<file path="config.mk">
export PLATFORM = sky130hd
export DESIGN_NAME = dbp_host
export DESIGN_NICKNAME = d
export VERILOG_FILES = /design/src/hdl/dbp_pkg.sv /design/src/hdl/dbp_host.sv
export VERILOG_INCLUDE_DIRS = /design/src /design/src/hdl
export SDC_FILE = /design/constraint.sdc
export NUM_CORES = 1
export LEC_CHECK = 0
export ABC_AREA = 1
export ABC_CLOCK_PERIOD_IN_PS = 2700
export BUFFER_PORTS_ARGS = -buffer_cell sky130_fd_sc_hd__buf_2
export CAP_MARGIN = 20
export CORE_ASPECT_RATIO = 0.75
export CORE_UTILIZATION = 55
export DETAILED_ROUTE_END_ITERATION = 7
export GPL_ROUTABILITY_DRIVEN = 0
export GPL_TIMING_DRIVEN = 0
export PLACE_DENSITY = 0.79
export SETUP_SLACK_MARGIN = 0.02
export SLEW_MARGIN = 20
export SYNTH_ARGS = -nofsm -noshare
export SYNTH_HDL_FRONTEND = slang
export SYNTH_SLANG_ARGS = --single-unit
</file>
<file path="constraint.sdc">
create_clock -name clk_sys -period 2.7 [get_ports clk_sys]
set_input_delay 0.27 -clock clk_sys [delete_from_list [all_inputs] [get_ports clk_sys]]
set_output_delay 0.27 -clock clk_sys [all_outputs]
set_load 0.1 [all_outputs]
</file>
<file path="src/hdl/dbp_map.svh">
/*
 Timing counts and pin-field layout for the parallel DAC host controller.
 Assumes a 10 MHz system clock; included by the package and the controller.
*/
`ifndef DBP_MAP_SVH
`define DBP_MAP_SVH

`define DBP_CLK_NS        100
`define DBP_SETUP_NS      100
`define DBP_PULSE_NS      200
`define DBP_HOLD_NS       100
`define DBP_SETUP_CYC     ((`DBP_SETUP_NS + `DBP_CLK_NS - 1) / `DBP_CLK_NS)
`define DBP_PULSE_CYC     ((`DBP_PULSE_NS + `DBP_CLK_NS - 1) / `DBP_CLK_NS)
`define DBP_HOLD_CYC      ((`DBP_HOLD_NS + `DBP_CLK_NS - 1) / `DBP_CLK_NS)
`define DBP_CODE_W        12
`define DBP_BUS_W         8
`define DBP_HI_W          4
`define DBP_GAIN_BIT      6
`define DBP_BUF_BIT       7
`define DBP_CNT_W         4

`endif

</file>
<file path="src/hdl/dbp_pkg.sv">
/*
 Types for the parallel DAC host controller.
 Assumes dbp_map.svh sits on the include path.
*/
`default_nettype none
`include "dbp_map.svh"

package dbp_pkg;
  typedef logic [`DBP_CODE_W-1:0] dbp_code_t;
  typedef logic [`DBP_BUS_W-1:0]  dbp_bus_t;
  typedef enum logic [5:0] {
    DBP_IDLE  = 6'b000001,
    DBP_SETUP = 6'b000010,
    DBP_PULSE = 6'b000100,
    DBP_HOLD  = 6'b001000,
    DBP_LOAD  = 6'b010000,
    DBP_DONE  = 6'b100000
  } dbp_state_t;
endpackage : dbp_pkg
`default_nettype wire
</file>
<file path="src/hdl/dbp_host.sv">
/*
 Host controller that writes a byte-load 12-bit parallel DAC: low byte, high
 byte carrying gain and buffer bits, with a load strobe pulse at high-byte capture (sync mode) or after it (async mode).
 Assumes the DAC pins are wired straight to the outputs; one 10 MHz clock.
*/
// Functional notes
// - Data captured on store-strobe rise while chip select low.
// - Synchronous mode: load low during write updates after capture.
// - Asynchronous mode: write alone leaves output; load strobe updates.
// - Host writes both bytes before asserting load strobe.
`timescale 1ns/1ps
`default_nettype none
`include "dbp_map.svh"

module dbp_host (
  input  wire logic          clk_sys,
  input  wire logic          rst_b,
  input  wire logic          start,
  input  wire dbp_pkg::dbp_code_t code,
  input  wire logic          gain,
  input  wire logic          buf_sel,
  input  wire logic          sync_mode,
  input  wire logic          clear_req,
  input  wire logic          sleep_req,
  output logic               busy,
  output logic               done,
  output logic               cs_n,
  output logic               wr_n,
  output logic               load_output_n,
  output logic               async_zero_n,
  output logic               upper_byte_select,
  output logic               sleep_n,
  output dbp_pkg::dbp_bus_t  bus_data
);
  import dbp_pkg::*;

  // ==========================================================
  // Write sequencer
  dbp_state_t                state;
  logic [`DBP_CNT_W-1:0]     cnt;
  logic                      hi_phase;
  dbp_code_t                 code_q;
  logic                      gain_q;
  logic                      buf_q;
  logic                      sync_q;

  always_ff @(posedge clk_sys or negedge rst_b) begin
    if (!rst_b) begin
      code_q <= '0;
      gain_q <= 1'b0;
      buf_q  <= 1'b0;
      sync_q <= 1'b0;
    end else if (state == DBP_IDLE && start && !clear_req) begin
      code_q <= code;
      gain_q <= gain;
      buf_q  <= buf_sel;
      sync_q <= sync_mode;
    end
  end

  always_ff @(posedge clk_sys or negedge rst_b) begin
    if (!rst_b) begin
      state    <= DBP_IDLE;
      cnt      <= '0;
      hi_phase <= 1'b0;
    end else if (clear_req) begin
      state    <= DBP_IDLE;
      cnt      <= '0;
      hi_phase <= 1'b0;
    end else begin
      case (state)
        DBP_IDLE: begin
          hi_phase <= 1'b0;
          cnt      <= '0;
          if (start) begin
            state <= DBP_SETUP;
          end
        end
        DBP_SETUP: begin
          if (cnt == `DBP_CNT_W'(`DBP_SETUP_CYC - 1)) begin
            cnt   <= '0;
            state <= DBP_PULSE;
          end else begin
            cnt <= cnt + 1'b1;
          end
        end
        DBP_PULSE: begin
          if (cnt == `DBP_CNT_W'(`DBP_PULSE_CYC - 1)) begin
            cnt   <= '0;
            state <= DBP_HOLD;
          end else begin
            cnt <= cnt + 1'b1;
          end
        end
        DBP_HOLD: begin
          if (cnt == `DBP_CNT_W'(`DBP_HOLD_CYC - 1)) begin
            cnt <= '0;
            if (!hi_phase) begin
              hi_phase <= 1'b1;
              state    <= DBP_SETUP;
            end else if (sync_q) begin
              state <= DBP_DONE;
            end else begin
              state <= DBP_LOAD;
            end
          end else begin
            cnt <= cnt + 1'b1;
          end
        end
        DBP_LOAD: begin
          if (cnt == `DBP_CNT_W'(`DBP_PULSE_CYC - 1)) begin
            cnt   <= '0;
            state <= DBP_DONE;
          end else begin
            cnt <= cnt + 1'b1;
          end
        end
        DBP_DONE: state <= DBP_IDLE;
        default:  state <= DBP_IDLE;
      endcase
    end
  end

  // ==========================================================
  // Pin drivers, all registered
  // select held through whole write
  always_ff @(posedge clk_sys or negedge rst_b) begin
    if (!rst_b) begin
      cs_n <= 1'b1;
    end else begin
      // Stays low one more cycle after a strobe cut by a clear
      cs_n <= !(state == DBP_SETUP || state == DBP_PULSE || state == DBP_HOLD || !wr_n);
    end
  end

  always_ff @(posedge clk_sys or negedge rst_b) begin
    if (!rst_b) begin
      wr_n <= 1'b1;
    end else begin
      wr_n <= !(state == DBP_PULSE);
    end
  end

  // byte layout with gain and buffer bits
  always_ff @(posedge clk_sys or negedge rst_b) begin
    if (!rst_b) begin
      upper_byte_select <= 1'b0;
      bus_data          <= '0;
    end else begin
      upper_byte_select <= hi_phase;
      if (hi_phase) begin
        bus_data                <= '0;
        bus_data[`DBP_HI_W-1:0] <= code_q[`DBP_CODE_W-1:`DBP_BUS_W];
        bus_data[`DBP_GAIN_BIT] <= gain_q;
        bus_data[`DBP_BUF_BIT]  <= buf_q;
      end else begin
        bus_data <= code_q[`DBP_BUS_W-1:0];
      end
    end
  end

  // sync mode pulses load at high-byte capture
  // async mode pulses load after both bytes
  // never low before high byte lands
  // Earlier fall would copy a half-written code out
  always_ff @(posedge clk_sys or negedge rst_b) begin
    if (!rst_b) begin
      load_output_n <= 1'b1;
    end else begin
      load_output_n <= !((state == DBP_LOAD) ||
                         (sync_q && hi_phase && (state == DBP_HOLD)));
    end
  end

  always_ff @(posedge clk_sys or negedge rst_b) begin
    if (!rst_b) begin
      async_zero_n <= 1'b1;
    end else begin
      async_zero_n <= !clear_req;
    end
  end

  always_ff @(posedge clk_sys or negedge rst_b) begin
    if (!rst_b) begin
      sleep_n <= 1'b1;
    end else begin
      sleep_n <= !sleep_req;
    end
  end

  always_ff @(posedge clk_sys or negedge rst_b) begin
    if (!rst_b) begin
      busy <= 1'b0;
      done <= 1'b0;
    end else begin
      busy <= (state != DBP_IDLE) || (start && !clear_req);
      done <= (state == DBP_DONE);
    end
  end

endmodule : dbp_host
`default_nettype wire

</file>
---- Word level (Yosys, flattened, before mapping) ----
Cells that the tools add are included.
W data, S select, Z words.
word-level totals
  bits of input ports ..................... 20
  output and inout bits ................... 16
  word-level logic and storage cells ...... 70
  bits in registers ....................... 42
cells by class
  equal/unequal tests ..................... 13
  $add $sub $neg .......................... 1
  mux-type cells .......................... 17
  reduce and logical (&&, ||, !) cells .... 23
operators with widths
  cell                   number
  $mux W6                8
  $pmux W6 S5            1
  $ne A3 B3 Y1 const B   5
  $mux W4                3
  $pmux W4 S3            1
  $mux W8                1
  $eq A6 B1 Y1 const B   1
  $eq A6 B2 Y1 const B   1
  $eq A6 B3 Y1 const B   1
  $eq A6 B4 Y1 const B   1
  $eq A6 B5 Y1 const B   1
  $eq A6 B6 Y1 const B   1
  $logic_not A1 Y1       6
  $ne A6 B1 Y1 const B   1
  $logic_and A1 B1 Y1    5
  $logic_or A1 B1 Y1     5
  $reduce_and A5 Y1      1
  $add A4 B1 Y4 const B  1
  $eq A4 B1 Y1 const B   1
  $logic_not A4 Y1       1
  $reduce_bool A4 Y1     1
  $reduce_or A2 Y1       2
  $reduce_bool A3 Y1     1
  $mux W1                2
  2 further kinds        2

---- Longest topological paths before layout ----
  depth in word-level cells ............... 5
  depth in mapped cells ................... 9
  depth with buffers taken out ............ 9

---- Worst setup path before layout ----
OpenSTA, ideal clock, no wires.
  kind .................................... register to register
  start point ............................. reg state[0]
  end point ............................... reg code_q[4]
  path buffers ............................ 1
  setup slack ............................. 1.356 ns
  required time ........................... 2.582 ns
  data arrival time ....................... 1.226 ns
  cell stages (with the launch flop) ...... 9
  clock period less this slack ............ 1.344 ns
  library setup time ...................... 0.118 ns
  path through ............................ dfstp_2 inv_2 nor2_1 nand3_2 clkinv_2 nand3_2 buf_4 nor2_2 a21oi_2
between the ends
  longest elaborated chain between the ends .. 3
RTL lines
  element                            line            text
  start: declaration                 dbp_host.sv:39  dbp_state_t state;
  start signal: assignment           dbp_host.sv:63  state <= DBP_IDLE;
  start signal: assignment           dbp_host.sv:67  state <= DBP_IDLE;
  start signal: assignment           dbp_host.sv:76  state <= DBP_SETUP;
  $eq A6 B1 Y1                       dbp_host.sv:53  end else if (state == DBP_IDLE && start && !clear_req) begin
  $logic_and A1 B1 Y1 (2 in series)  dbp_host.sv:53
  end signal: assignment             dbp_host.sv:54  code_q <= code;
  end: declaration                   dbp_host.sv:42  dbp_code_t code_q;
Every way passes these cells.
A chain may end at the register's enable or synchronous reset.

---- Worst setup path in the final report ----
  start point ............................. reg wr_n
  end point ............................... out wr_n
RTL lines
  element                   line             text
  start: declaration        dbp_host.sv:28   output logic wr_n,
  start signal: assignment  dbp_host.sv:140  wr_n <= !(state == DBP_PULSE);
No word-level cell between the ends.

==> flow_summary.toml <==
[setup_path]
start_kind = "register"
crit_buf_inv = 1
cp_max_fo = 2
required_ns = 2.43
r2r_setup_slack_ns = 1.20
path_cells = "buf_2"
cp_top_family = "flip-flops"
r2r-start = "state[0]"
worst_setup_path_end_kind = "output port"
rr_endpoint = "buf_q"
worstPathArrival_ns = 1.24
worst_r2r_path_depth = 8
crit_type = "register to output port"
cpPeakStageDelay_ns = 0.53
cp-startpoint = "wr_n"
cp_slowest_cell = "dfstp_2"

[floorplanning]
die-area_mm2 = 0.00377
num_rows = 18
die_y_um = 53.4
core_mm2 = 0.00333
ios = 36
die_x_um = 70.5
initial_core_util_pct = 58.1

[layout]
stdcell_count = 286
syn_to_final_growth_pct = 19.0
final_nets = 269
layout-drive-gt1-share_pct = 33.3
fillers = 283
mostFrequentLayoutCell = "nand2_1"
fin_area_mm2 = 0.00230
layout_common_cells = "nand2_1 (57), dfrtp_1 (36), buf_2 (35)"
diodes = 0

[sta]
min_period_ns = 1.51
setup_viol = 0
tns_ns = 0
slew_violations = 0
worst_pin_slew_ns = 0.880
relSlewSlack_pct = 41.4
clock_skew_ns = 0.00646
final-hold-violation-count = 0
timing.final.crit_share_pct = 55.9
rsz0062_at_grt = "false"
fin_ws_ns = 1.19
max_freq_mhz = 662

[global_routing]
first_global_vias = 1287
track_usage_pct = 21.3
grt_pass1_wl_um = 5840
gr-total-overflow = 0
antenna_found_initial = 0
grt_max_degree = 43

[yosys]
synth_top_family_by_area = "simple AND/OR/NAND/NOR gates"
yosysSeqAreaShare_pct = 54.7
synth-simple-area-share_pct = 26.9
syn_area_mm2 = 0.00194
ys_async_sr_fraction_pct = 100
synth_edf_count = 0
synth_flop_cell = "dfrtp_1"
synth.area.mux_share_pct = 0
synth_cell_types = 30
synth-seq-cells = 42
syn_inst = 203
synth_xor_area_share_pct = 0.904
yosysWarningCount = 0
synth_compound_area_share_pct = 7.56
syn_nets = 227
postSynthAreaPerCell_um2 = 9.54
synthAdderAreaFrac_pct = 2.58

[route]
vias_per_cell = 4.91
drc = 6
first_pass_iters = 6
drtIter0Drc = 71
wl_per_cell_um = 12.3
drt-total-wl_um = 3510
drtAntennaViolNets = 0
vias = 1405

[pwr]
p_leak_uw = 0.00123
peakVddDrop_mv = 0.788
power_density_mw_per_mm2 = 1020

[hold_path]
hold_class = "input pin to register"
hold_start = "sleep_req"
whs_endpoint = "sleep_n"
hold_path_depth = 2

[flow_run]
max-cap-violations = 0

[clock_tree]
clk_pin_slew_ns = 0.08
cts_buffers = 5
cts_tree = "built"
clockBufferDepth = 2
post_cts_buffers = 0
clock_latency_ns = 0.29
cts-resized-gates = 0
root_buffer = "clkbuf_8"
postCtsHoldBufs = 0
clock_sinks = 42
ctsHtreeMaxLevel = 2

[placed_design]
post-dp-hpwl_um = 2470
placed_area_mm2 = 0.00216
dp_slack_ns = 1.22
port_buffers = 35
placedCellCount = 278

[run_status]
outcome = "finished, violations left"
violations = "DRC"
flip-flops by register name (all words and copies together) (netlist names), 4 cells and up:
register	flops
code_q	12
bus_data	8
state	6
cnt	4
final cells by class:
class / instances / area, µm² / area share, %
well taps: 40 / 50.0 / 2.17
clock buffers: 6 / 82.6 / 3.58
clock inverters: 2 / 60.1 / 2.61
flip-flops and latches: 42 / 1060 / 45.9
plain buffers: 5 / 41.3 / 1.79
multi-input cells: 129 / 734 / 31.9
inverters: 27 / 103 / 4.45
repair buffers: 35 / 175 / 7.60
cell families after synthesis:
kind of cell,count (synthesis)
simple gates,101
compound gates,22
fa+ha+maj,4
flops,42
buf+inv,32
xor+xnor,2
cells in the mapped netlist, types with 2 or more instances:
master,n,area [µm²]
nor2_2,2,12.5
nand2_4,4,45.0
nand2_2,2,12.5
nand2_1,57,214
o21ai_2,5,43.8
buf_6,2,22.5
o21ai_0,2,10.0
o21ai_1,9,45.0
nor2_1,14,52.6
inv_1,25,93.8
nand3_1,9,45.0
a21oi_2,2,17.5
nor2_4,5,56.3
dfstp_2,6,158
ha_1,4,50.1
nand3_2,5,50.1
buf_4,2,15.0
dfrtp_1,36,901
power by group:
part / total [µW] / leakage [µW] / switching [µW] / internal [µW]
clock: 612 / 0.0000714 / 218 / 394
combinational: 862 / 0.000642 / 689 / 173
sequential: 878 / 0.000521 / 77.6 / 801
worst max path at each step:
stage | end | slack, ns | cells past startpoint
after floorplan | code_q[4] | 1.36 | 8
after global placement | code_q[5] | 1.26 | 8
after detailed placement | code_q[4] | 1.22 | 8
after CTS | wr_n | 1.18 | 1
after global routing | state[4] | 1.14 | 8
final | wr_n | 1.19 | 1
per-stage QoR:
| step | hold slack, ns | total power [µW] | util [%] |
|---|---|---|---|
| after global placement | 0.384 | 1730 | 64.9 |
| after floorplan | -0.0256 | 1590 | - |
| after detailed placement | 0.383 | 1750 | 64.9 |
| after global routing | 0.0673 | 2460 | 69.1 |
| after CTS | 0.0680 | 2360 | 69.1 |
| final | 0.0743 | 2350 | 69.1 |
per-layer routing:
layer,global-route usage [%],vias up,part of all wire (%)
met4,9.18,0,1.7
met5,0,-,0
met2,35.6,35,46
met1,26.5,655,47
li1,-,707,-
met3,5.52,8,4.6
Power figures use the tool's default switching activity.
